**src/sbc_pkg.sv**
```systemverilog
// package of the self-test configuration block: offsets, fields, resets, types.
// assumes one 20 MHz clock domain shared by the configuration port and link logic.
package sbc_pkg;

    // ------------------------------------------------------------
    // register offsets in configuration space
    // ------------------------------------------------------------
    localparam logic [7:0] SBC_OFS_CONTROL = 8'hD8;
    localparam logic [7:0] SBC_OFS_COUNT = 8'hDC;
    localparam logic [7:0] SBC_OFS_DWORD_ONE = 8'hE4;
    localparam logic [7:0] SBC_OFS_DWORD_TWO = 8'hE8;
    localparam logic [7:0] SBC_OFS_DEFINITION = 8'hEC;

    // ------------------------------------------------------------
    // control register fields
    // ------------------------------------------------------------
    localparam int SBC_CTL_LINK_EN = 0;
    localparam int SBC_CTL_PAT_LO = 2;
    localparam int SBC_CTL_ERR_RST = 6;
    localparam int SBC_CTL_DONE = 9;
    localparam int SBC_CTL_SATA_EN = 10;
    localparam int SBC_CTL_DISC_EN = 11;
    localparam logic [15:0] SBC_CTL_UPPER_MASK = 16'hF000;
    localparam logic [15:0] SBC_CTL_WR_MASK = 16'hFDFF;
    localparam logic [3:0] SBC_PAT_TMODE = 4'h7;

    // ------------------------------------------------------------
    // definition register fields and reset values
    // ------------------------------------------------------------
    localparam int SBC_DEF_ALIGN_BYP = 0;
    localparam int SBC_DEF_SCRAM_BYP = 1;
    localparam int SBC_DEF_PRIM = 2;
    localparam logic [15:0] SBC_CTL_RESET = 16'h0000;
    localparam logic [31:0] SBC_COUNT_RESET = 32'h0000_2000;
    localparam logic [31:0] SBC_DWORD_RESET = 32'h0000_0000;
    localparam logic [31:0] SBC_DEF_RESET = 32'h0000_0000;
    localparam logic [32:0] SBC_COUNT_MAX = 33'h1_0000_0000;

    // word handed to the transmit path
    typedef struct packed {
        logic [31:0] data;
        logic is_primitive;
        logic align_bypass;
        logic scramble_bypass;
    } sbc_tx_word_t;

    // two-entry buffer state
    typedef struct packed {
        sbc_tx_word_t e0;
        sbc_tx_word_t e1;
        logic v0;
        logic v1;
    } sbc_buf_state_t;

    // disconnect mode states
    typedef enum logic [0:0] {
        SBC_LINKED,
        SBC_DISCONNECTED
    } sbc_disc_t;

    // main block state
    typedef struct packed {
        logic [15:0] ctl;
        logic [31:0] count;
        logic [31:0] dword_one;
        logic [31:0] dword_two;
        logic [31:0] definition;
        logic [32:0] verified;
        logic done;
        sbc_disc_t disc;
        logic [2:0] oob_sync;
        logic oob_level;
        logic oob_out;
        logic disc_out;
        logic done_out;
        logic [31:0] rdata;
        logic rvalid;
        logic tx_sel;
    } sbc_state_t;

endpackage : sbc_pkg

```
**src/sbc_selftest_cfg.sv**
```systemverilog
// self-test configuration and control for the serial ATA adapter ports.
// assumes configuration cycles, link events and transmit path share I_MCLK;
// only the out-of-band detect arrives from the analog front end, unsynchronised.
`timescale 1ns/1ns
`default_nettype none
module sbc_selftest_cfg (
    input wire logic I_MCLK,
    input wire logic I_RST_N,
    input wire logic I_CE,
    input wire logic I_PM_D3_TO_D0,
    input wire logic I_CFG_WR,
    input wire logic I_CFG_RD,
    input wire logic [7:0] I_CFG_ADDR,
    input wire logic [3:0] I_CFG_BE,
    input wire logic [31:0] I_CFG_WDATA,
    output logic [31:0] O_CFG_RDATA,
    output logic O_CFG_RVALID,
    input wire logic I_BIST_ACTIVATE,
    input wire logic I_SW_COMRESET,
    input wire logic I_OOB_SIGNAL,
    output logic O_OOB_SIGNAL,
    output logic O_DISCONNECTED,
    input wire logic I_PATTERN_OK,
    output logic O_SELFTEST_DONE,
    output logic O_TX_VALID,
    input wire logic I_TX_READY,
    output sbc_pkg::sbc_tx_word_t O_TX_WORD
);
    import sbc_pkg::*;

    // ------------------------------------------------------------
    // state
    // ------------------------------------------------------------
    sbc_state_t st_reg;
    sbc_state_t st_next;
    logic [31:0] wmask;
    logic [32:0] target;
    logic [32:0] verified_inc;
    logic selftest_active;
    logic tmode_active;
    logic gen_ready;
    sbc_tx_word_t gen_word;
    logic gen_push;

    // byte-enable expansion for configuration writes
    assign wmask = {{8{I_CFG_BE[3]}}, {8{I_CFG_BE[2]}}, {8{I_CFG_BE[1]}}, {8{I_CFG_BE[0]}}};

    // ------------------------------------------------------------
    // pattern compare target
    // ------------------------------------------------------------
    // one count serves every port and both self-test kinds
    assign selftest_active = st_reg.ctl[SBC_CTL_LINK_EN] | st_reg.ctl[SBC_CTL_SATA_EN];
    // zero is read as the largest count, needing the 33rd bit
    assign target = (st_reg.count == 32'h0000_0000) ? SBC_COUNT_MAX : {1'b0, st_reg.count};
    assign verified_inc = st_reg.verified + 33'h0_0000_0001;

    // ------------------------------------------------------------
    // transmit-only pattern source
    // ------------------------------------------------------------
    // only when link self-test runs with the transmit-only pattern
    assign tmode_active = st_reg.ctl[SBC_CTL_LINK_EN]
        & (st_reg.ctl[SBC_CTL_PAT_LO +: 4] == SBC_PAT_TMODE);
    assign gen_push = tmode_active & gen_ready;

    // alternate the two programmed dwords with the definition flags
    always_comb begin
        gen_word.data = st_reg.tx_sel ? st_reg.dword_two : st_reg.dword_one;
        gen_word.align_bypass = st_reg.definition[SBC_DEF_ALIGN_BYP];
        gen_word.scramble_bypass = st_reg.definition[SBC_DEF_SCRAM_BYP];
        gen_word.is_primitive = st_reg.definition[SBC_DEF_PRIM];
    end

    // buffer absorbs a transmit stall without losing a generated word
    sbc_pair_buf u_buf (
        .i_clk(I_MCLK),
        .i_rst_n(I_RST_N),
        .i_ce(I_CE),
        .i_clear(~tmode_active),
        .i_in_valid(tmode_active),
        .o_in_ready(gen_ready),
        .i_in_data(gen_word),
        .o_out_valid(O_TX_VALID),
        .i_out_ready(I_TX_READY),
        .o_out_data(O_TX_WORD)
    );

    // ------------------------------------------------------------
    // next-state logic
    // ------------------------------------------------------------
    always_comb begin
        st_next = st_reg;

        // configuration writes, byte lanes honoured
        if (I_CFG_WR) begin
            unique case (I_CFG_ADDR)
                SBC_OFS_CONTROL: begin
                    // done bit is read-only; 15:12 are plain storage
                    st_next.ctl = (st_reg.ctl & ~(wmask[15:0] & SBC_CTL_WR_MASK))
                        | (I_CFG_WDATA[15:0] & wmask[15:0] & SBC_CTL_WR_MASK);
                end
                SBC_OFS_COUNT: begin
                    st_next.count = (st_reg.count & ~wmask) | (I_CFG_WDATA & wmask);
                end
                SBC_OFS_DWORD_ONE: begin
                    st_next.dword_one = (st_reg.dword_one & ~wmask) | (I_CFG_WDATA & wmask);
                end
                SBC_OFS_DWORD_TWO: begin
                    st_next.dword_two = (st_reg.dword_two & ~wmask) | (I_CFG_WDATA & wmask);
                end
                SBC_OFS_DEFINITION: begin
                    // reserved upper bits kept as storage
                    st_next.definition = (st_reg.definition & ~wmask)
                        | (I_CFG_WDATA & wmask);
                end
                default: begin
                    // unmapped offsets ignore writes
                end
            endcase
        end

        // configuration reads, answered the next cycle
        st_next.rvalid = I_CFG_RD;
        if (I_CFG_RD) begin
            unique case (I_CFG_ADDR)
                SBC_OFS_CONTROL: begin
                    st_next.rdata = {16'h0000, st_reg.ctl};
                    st_next.rdata[SBC_CTL_DONE] = st_reg.done;
                end
                SBC_OFS_COUNT: st_next.rdata = st_reg.count;
                SBC_OFS_DWORD_ONE: st_next.rdata = st_reg.dword_one;
                SBC_OFS_DWORD_TWO: st_next.rdata = st_reg.dword_two;
                SBC_OFS_DEFINITION: st_next.rdata = st_reg.definition;
                default: st_next.rdata = 32'h0000_0000;
            endcase
        end

        // pattern compare counting; error_count_reset holds both cleared,
        // so a pattern arriving during the reset is dropped on purpose
        if (st_reg.ctl[SBC_CTL_ERR_RST]) begin
            st_next.verified = 33'h0_0000_0000;
            st_next.done = 1'b0;
        end else if (selftest_active && !st_reg.done && I_PATTERN_OK) begin
            st_next.verified = verified_inc;
            if (verified_inc == target) begin
                st_next.done = 1'b1;
            end
        end

        // disconnect mode; leaving it needs COMRESET, reset does the rest
        unique case (st_reg.disc)
            SBC_LINKED: begin
                if (I_BIST_ACTIVATE && st_reg.ctl[SBC_CTL_DISC_EN]) begin
                    st_next.disc = SBC_DISCONNECTED;
                end
            end
            SBC_DISCONNECTED: begin
                // COMRESET leaves the enable bit as programmed
                if (I_SW_COMRESET) begin
                    st_next.disc = SBC_LINKED;
                end
            end
        endcase

        // out-of-band detect: three stages, change taken when 2 and 3 agree
        st_next.oob_sync = {st_reg.oob_sync[1:0], I_OOB_SIGNAL};
        if (st_reg.oob_sync[2] == st_reg.oob_sync[1]) begin
            st_next.oob_level = st_reg.oob_sync[2];
        end
        // OOB from the device is hidden while disconnected
        st_next.oob_out = st_next.oob_level & (st_next.disc == SBC_LINKED);
        st_next.disc_out = (st_next.disc == SBC_DISCONNECTED);
        st_next.done_out = st_next.done;

        // generator alternates dwords on every accepted word
        if (!tmode_active) begin
            st_next.tx_sel = 1'b0;
        end else if (gen_push) begin
            st_next.tx_sel = ~st_reg.tx_sel;
        end

        // power-state return restores defaults except the upper control bits and the disconnect state
        if (I_PM_D3_TO_D0) begin
            st_next.ctl = (st_reg.ctl & SBC_CTL_UPPER_MASK)
                | (SBC_CTL_RESET & ~SBC_CTL_UPPER_MASK);
            st_next.count = SBC_COUNT_RESET;
            st_next.dword_one = SBC_DWORD_RESET;
            st_next.dword_two = SBC_DWORD_RESET;
            st_next.definition = SBC_DEF_RESET;
            st_next.verified = 33'h0_0000_0000;
            st_next.done = 1'b0;
            st_next.done_out = 1'b0;
            st_next.tx_sel = 1'b0;
        end
    end

    // ------------------------------------------------------------
    // state register
    // ------------------------------------------------------------
    // PCI reset loads every reset value (count 0000_2000, the rest zero); clock enable low freezes all
    always_ff @(posedge I_MCLK or negedge I_RST_N) begin
        if (!I_RST_N) begin
            st_reg.ctl <= SBC_CTL_RESET;
            st_reg.count <= SBC_COUNT_RESET;
            st_reg.dword_one <= SBC_DWORD_RESET;
            st_reg.dword_two <= SBC_DWORD_RESET;
            st_reg.definition <= SBC_DEF_RESET;
            st_reg.verified <= 33'h0_0000_0000;
            st_reg.done <= 1'b0;
            st_reg.disc <= SBC_LINKED;
            st_reg.oob_sync <= 3'h0;
            st_reg.oob_level <= 1'b0;
            st_reg.oob_out <= 1'b0;
            st_reg.disc_out <= 1'b0;
            st_reg.done_out <= 1'b0;
            st_reg.rdata <= 32'h0000_0000;
            st_reg.rvalid <= 1'b0;
            st_reg.tx_sel <= 1'b0;
        end else if (I_CE) begin
            st_reg <= st_next;
        end
    end

    // ------------------------------------------------------------
    // outputs, each a flop
    // ------------------------------------------------------------
    assign O_CFG_RDATA = st_reg.rdata;
    assign O_CFG_RVALID = st_reg.rvalid;
    assign O_OOB_SIGNAL = st_reg.oob_out;
    assign O_DISCONNECTED = st_reg.disc_out;
    assign O_SELFTEST_DONE = st_reg.done_out;

endmodule : sbc_selftest_cfg
`default_nettype wire

```
**src/sbc_pair_buf.sv**
```systemverilog
// two-entry buffer between the pattern generator and the transmit path.
// assumes the drain side may hold ready low for any number of cycles.
`timescale 1ns/1ns
`default_nettype none
module sbc_pair_buf (
    input wire logic i_clk,
    input wire logic i_rst_n,
    input wire logic i_ce,
    input wire logic i_clear,
    input wire logic i_in_valid,
    output logic o_in_ready,
    input wire sbc_pkg::sbc_tx_word_t i_in_data,
    output logic o_out_valid,
    input wire logic i_out_ready,
    output sbc_pkg::sbc_tx_word_t o_out_data
);
    import sbc_pkg::*;

    sbc_buf_state_t st_reg;
    sbc_buf_state_t st_next;
    logic pop;
    logic push;

    // head always sits in e0, so the output comes straight from a flop
    assign pop = st_reg.v0 & i_out_ready;
    assign push = i_in_valid & ~st_reg.v1;
    assign o_in_ready = ~st_reg.v1;
    assign o_out_valid = st_reg.v0;
    assign o_out_data = st_reg.e0;

    // shift on pop, then fill the first free entry
    always_comb begin
        st_next = st_reg;
        if (pop) begin
            st_next.e0 = st_reg.e1;
            st_next.v0 = st_reg.v1;
            st_next.v1 = 1'b0;
        end
        if (push) begin
            if (!st_next.v0) begin
                st_next.e0 = i_in_data;
                st_next.v0 = 1'b1;
            end else begin
                st_next.e1 = i_in_data;
                st_next.v1 = 1'b1;
            end
        end
        if (i_clear) begin
            st_next.v0 = 1'b0;
            st_next.v1 = 1'b0;
        end
    end

    // state register, frozen while the clock enable is low
    always_ff @(posedge i_clk or negedge i_rst_n) begin
        if (!i_rst_n) begin
            st_reg <= '0;
        end else if (i_ce) begin
            st_reg <= st_next;
        end
    end

endmodule : sbc_pair_buf
`default_nettype wire

```
**config.mk**
```make
export PLATFORM = sky130hd
export DESIGN_NAME = sbc_selftest_cfg
export DESIGN_NICKNAME = d
export VERILOG_FILES = /design/src/sbc_pkg.sv /design/src/sbc_selftest_cfg.sv /design/src/sbc_pair_buf.sv
export SDC_FILE = /design/constraint.sdc
export NUM_CORES = 1
export LEC_CHECK = 0
export ABC_AREA = 1
export BUFFER_PORTS_ARGS = -buffer_cell sky130_fd_sc_hd__buf_2
export CORE_AREA = 5 5 190 192
export CTS_CLUSTER_DIAMETER = 40
export DETAILED_ROUTE_END_ITERATION = 8
export DIE_AREA = 0 0 195 197
export GPL_ROUTABILITY_DRIVEN = 0
export MAX_ROUTING_LAYER = met4
export PLACE_DENSITY = 0.65
export SYNTH_ARGS = -nofsm -noshare
export SYNTH_HDL_FRONTEND = slang
export SYNTH_HIERARCHICAL = 1
export SYNTH_SLANG_ARGS = --single-unit
```
**constraint.sdc**
```tcl
create_clock -name I_MCLK -period 2.45 [get_ports I_MCLK]
set_input_delay 0.1225 -clock I_MCLK [delete_from_list [all_inputs] [get_ports I_MCLK]]
set_output_delay 0.1225 -clock I_MCLK [all_outputs]
set_load 0.1 [all_outputs]
```
# After elaboration in Yosys (flattened, before gate mapping)
# Cells that the tools add are included.
# word_totals
word_cells	110
output_inout_bits	72
in_bits	55
ff_bits	291
# op_classes
muxes	28
add_sub_neg	1
bitwise_logic	24
n_reduce_logical	22
eq_ne	9
# ops
operator	n
$mux W174	1
$and A32 B32 Y32	5
$mux W32	5
$pmux W32 S5	1
$mux W140	1
$or A32 B32 Y32	4
$mux W35	3
$mux W72	1
$mux W34	2
$eq A8 B8 Y1 const B	5
$add A33 B1 Y33 const B	1
$eq A33 B33 Y1	1
$mux W33	1
$and A16 B16 Y16	2
$logic_not A32 Y1	1
$not A32 Y32	1
$reduce_and A3 Y1	6
$not A16 Y16	1
$or A16 B16 Y16	1
$mux W12	1
$reduce_bool A2 Y1	6
$mux W1	9
$reduce_and A2 Y1	3
$not A1 Y1	5
11 further kinds	17

# Longest topological paths before layout
# depth
word_depth	7
mapped_depth	17
mapped_depth_nobuf	17

# Cells and area by module
# The synthesis kept the hierarchy.
# by_module_without_submodules
mod	seq_area_each_um2	cells_each	area_per_inst_um2	n_inst
sbc_selftest_cfg	5431.5	1431	11202.0	1
sbc_pair_buf	1801.7	582	4364.2	1

# Worst setup path after synthesis
# OpenSTA, ideal clock, no wires.
# synth_path
kind	reg-to-reg
startpoint	reg st_reg[42] in the netlist's numbering
endpoint	reg st_reg[72] in the netlist's numbering
path_stages_with_launch	8
t_arrival_ns	1.955
synth_period_minus_slack_ns	2.038
path_buffers	1
t_required_ns	2.367
setup_ns	0.083
setup_slack_ns	0.412
cell_sequence	dfrtp_1 inv_1 nand3_1 inv_1 o21ai_0 inv_1 clkbuf_1 o22ai_1
# synth_between
elab_chain_cells	5
# synth_lines
element	line_no	source
from (decl)	sbc_selftest_cfg.sv:34	sbc_state_t st_reg;
from (signal assigned)	sbc_selftest_cfg.sv:219	st_reg <= st_next;
$logic_not A1 Y1	sbc_selftest_cfg.sv:142	end else if (selftest_active && !st_reg.done && I_PATTERN_OK) begin
$logic_and A1 B1 Y1 (2 in series)	sbc_selftest_cfg.sv:142	
$reduce_bool A3 Y1 (no line)	-	
$reduce_and A2 Y1 (no line)	-	
# No other way between the ends.
# A chain may end at the register's enable or synchronous reset.

# Final worst setup path
# layout_path
startpoint	reg st_reg[43] in the netlist's numbering
endpoint	reg st_reg[42] in the netlist's numbering
# layout_between
elab_chain_cells	6
# layout_lines
element	line_no	source
$add A33 B1 Y33	sbc_selftest_cfg.sv:55	assign verified_inc = st_reg.verified + 33'h0_0000_0001;
$eq A33 B33 Y1	sbc_selftest_cfg.sv:144	if (verified_inc == target) begin
$mux W1	sbc_selftest_cfg.sv:144	
$mux W34	sbc_selftest_cfg.sv:142	
$mux W34	sbc_selftest_cfg.sv:139	if (st_reg.ctl[SBC_CTL_ERR_RST]) begin
$mux W174	sbc_selftest_cfg.sv:182	if (I_PM_D3_TO_D0) begin
# No other way between the ends. The select of a mux whose other input is x is not followed.

==> results.py <==
metrics = {
    "floorplanning": {
        "die_height_um": 197,
        "ios": 127,
        "num_rows": 68,
        "core_area_sq_um": 34200,
        "start_util": 0.455,
        "die_w_um": 195,
        "die_area_sq_um": 38400,
    },
    "sta": {
        "timing.final.crit_share": 0.873,
        "rsz0062_at_grt": "false",
        "relSlewSlack": 0.192,
        "setup_viol": 0,
        "fmax_ghz": 0.467,
        "min_period_ns": 2.14,
        "finalMaxSlewViolations": 0,
        "tns_ns": 0,
        "hold_slack_ns": 0.0117,
        "tightestPinTransition_ns": 1.21,
        "clock_skew_ns": 0.0233,
        "hold_viol_final": 0,
    },
    "logic_synthesis": {
        "netlist_area_sq_um": 15600,
        "synth.distinct_cells": 43,
        "syn_avg_cell_area_sq_um": 7.73,
        "syn_inst": 2013,
        "yosysSeqAreaShare": 0.465,
        "synth_top_area_cell": "dfrtp_1",
        "synth_edf_count": 0,
        "ys_async_sr_fraction": 1.00,
        "ys.warnings.count": 6,
        "synthTopCellsByArea": "dfrtp_1 (46%), nand2_1 (13%), o22ai_1 (6.3%)",
        "ys_ff_latch": 289,
        "netlist.area_leader.share": 0.463,
        "ys_top_cells_by_count": "nand2_1 (548), dfrtp_1 (288), inv_1 (263), nand3_1 (165), o22ai_1 (158)",
        "synth_most_common_cell": "nand2_1",
        "synth_ff_type": "dfrtp_1",
        "syn_nets": 2069,
    },
    "worst_setup_path": {
        "critPathLaunchType": "register",
        "required_ns": 2.93,
        "critical_path_class": "register to register",
        "reg2reg_depth": 15,
        "crit_fanout": 6,
        "end_kind": "register",
        "cp.arrival_ns": 2.62,
    },
    "detailed_routing": {
        "wl_per_cell_um": 19.5,
        "route.detailed.drc": 0,
        "final_antenna_net_count": 0,
        "wirelength_um": 50100,
        "drt_pass1_iterations": 6,
        "drtIter0Drc": 1399,
        "vias_per_cell": 5.60,
        "num_vias": 14400,
    },
    "clocking": {
        "htreeDepth": 2,
        "cts_root_buf": "clkbuf_16",
        "cts_sinks": 289,
        "cts_tree": "done",
        "path_clk_slew_ns": 0.06,
        "clk_latency_ns": 0.55,
        "cts_buffers": 43,
        "clockBufferDepth": 3,
    },
    "global_routing": {
        "grt_pass1_vias": 14000,
        "use_met2": 0.396,
        "grt_max_degree": 63,
        "grt_use_met1": 0.354,
        "grt_antenna_before_repair": 1,
        "grt-busiest-layer": "met2",
        "grtUsageTotal": 0.263,
        "grt_pass1_wl_um": 78600,
        "overflow": 0,
        "use_met3": 0.0573,
    },
    "pwr": {
        "p_total_w": 0.0116,
        "power_density_nw_per_um2": 654,
        "leakage_nw": 8.50,
        "ir_drop_uv": 481,
    },
    "finish": {
        "largest_reg_flops": 173,
        "fin_nets": 2143,
        "stdcell_area_sq_um": 17700,
        "area_growth_pct": 13.7,
        "drive_above_1_share": 0.151,
    },
    "run_status": {
        "status": "completed",
    },
    "place": {
        "hpwl_um": 35900,
        "io_buffers": 126,
        "placed_area_sq_um": 16200,
    },
    "worst_hold_path": {
        "worstHoldPathType": "input pin to register",
        "whs_path_depth": 3,
    },
    "flow_run": {
        "cap_violations": 0,
    },
}
-- per-stage QoR --
step | cells | util | setup WS, ns
CTS | 2573 | 0.517 | 0.349
global placement | 2480 | 0.472 | 0.426
detailed placement | 2480 | 0.472 | 0.359
finish | 2574 | 0.517 | 0.311
global route | 2574 | 0.517 | 0.106
floorplan | 2013 | - | 0.412
-- cells by family (layout without fill, tap and decap cells) --
kind of cell	after synthesis	after routing	synth area share
compound gates	399	399	0.150
xor+xnor	8	8	0.00450
buf+inv	433	538	0.132
simple gates	879	879	0.246
flops	289	289	0.465
mux	4	4	0.00289
fa+ha+maj	1	1	0.000804
other cells	0	1	0
-- timing repair --
item                                   4_1_cts  5_1_grt
hold buffers                                17        0
endpoints found under the hold margin      127        0
gates resized for setup                      0        0
setup buffers                                0        0
-- where the power goes --
part / internal (W) / switching, W
clock: 0.00355 / 0.00233
sequential: 0.00483 / 0.0000419
combinational: 0.000177 / 0.000641
-- cells in the final DEF, fill, tap and decap left out, types with 36 or more instances in the layout --
| cell | count |
|---|---|
| nand2_1 | 548 |
| o21ai_1 | 41 |
| nor2_1 | 94 |
| dfrtp_1 | 287 |
| o21ai_0 | 142 |
| buf_4 | 36 |
| clkbuf_16 | 43 |
| inv_1 | 263 |
| nand3_1 | 165 |
| o22ai_1 | 158 |
| buf_2 | 125 |
-- worst paths after layout --
path / startpoint / endpoint / slack (ns)
max in group asynchronous: I_RST_N / st_reg[0] / 1.54
max: st_reg[43] / st_reg[42] / 0.31
min in group asynchronous: I_RST_N / u_buf/st_reg[24] / 0.13
min reg2reg: O_CFG_RDATA[18] / O_CFG_RDATA[18] / 0.48
max reg2reg: st_reg[43] / st_reg[42] / 0.31
min: I_CFG_WDATA[17] / st_reg[93] / 0.01
-- per-layer routing --
layer	share of wire	vias to the layer above
met5	0	-
met4	0.039	0
met1	0.43	6882
li1	-	6683
met3	0.088	134
met2	0.45	707
-- worst max-delay path, cell delays in order (launching register included) --
cell	delay, ns
dfrtp_1	0.43
ha_1	0.25
nand2_2	0.08
nor2_4	0.16
nand2_4	0.12
nor2_8	0.18
nand2_1	0.08
nand2_1	0.10
nand2_1	0.08
nand2_1	0.06
nand2_1	0.05
nor2_1	0.11
nand3_1	0.12
nor2_1	0.12
nand2_1	0.06
nand2_1	0.05
-- cell type report --
class | instances | area [sq um]
Sequential cell | 289 | 7230
Timing Repair Buffer | 185 | 1200
Antenna cell | 1 | 2.50
Clock buffer | 59 | 1230
Clock inverter | 17 | 143
Fill cell | 3315 | 16500
Tap cell | 455 | 569
Multi-Input combinational cell | 1291 | 6280
Inverter | 277 | 1040
No activity file was read; power rests on OpenSTA's default activity.
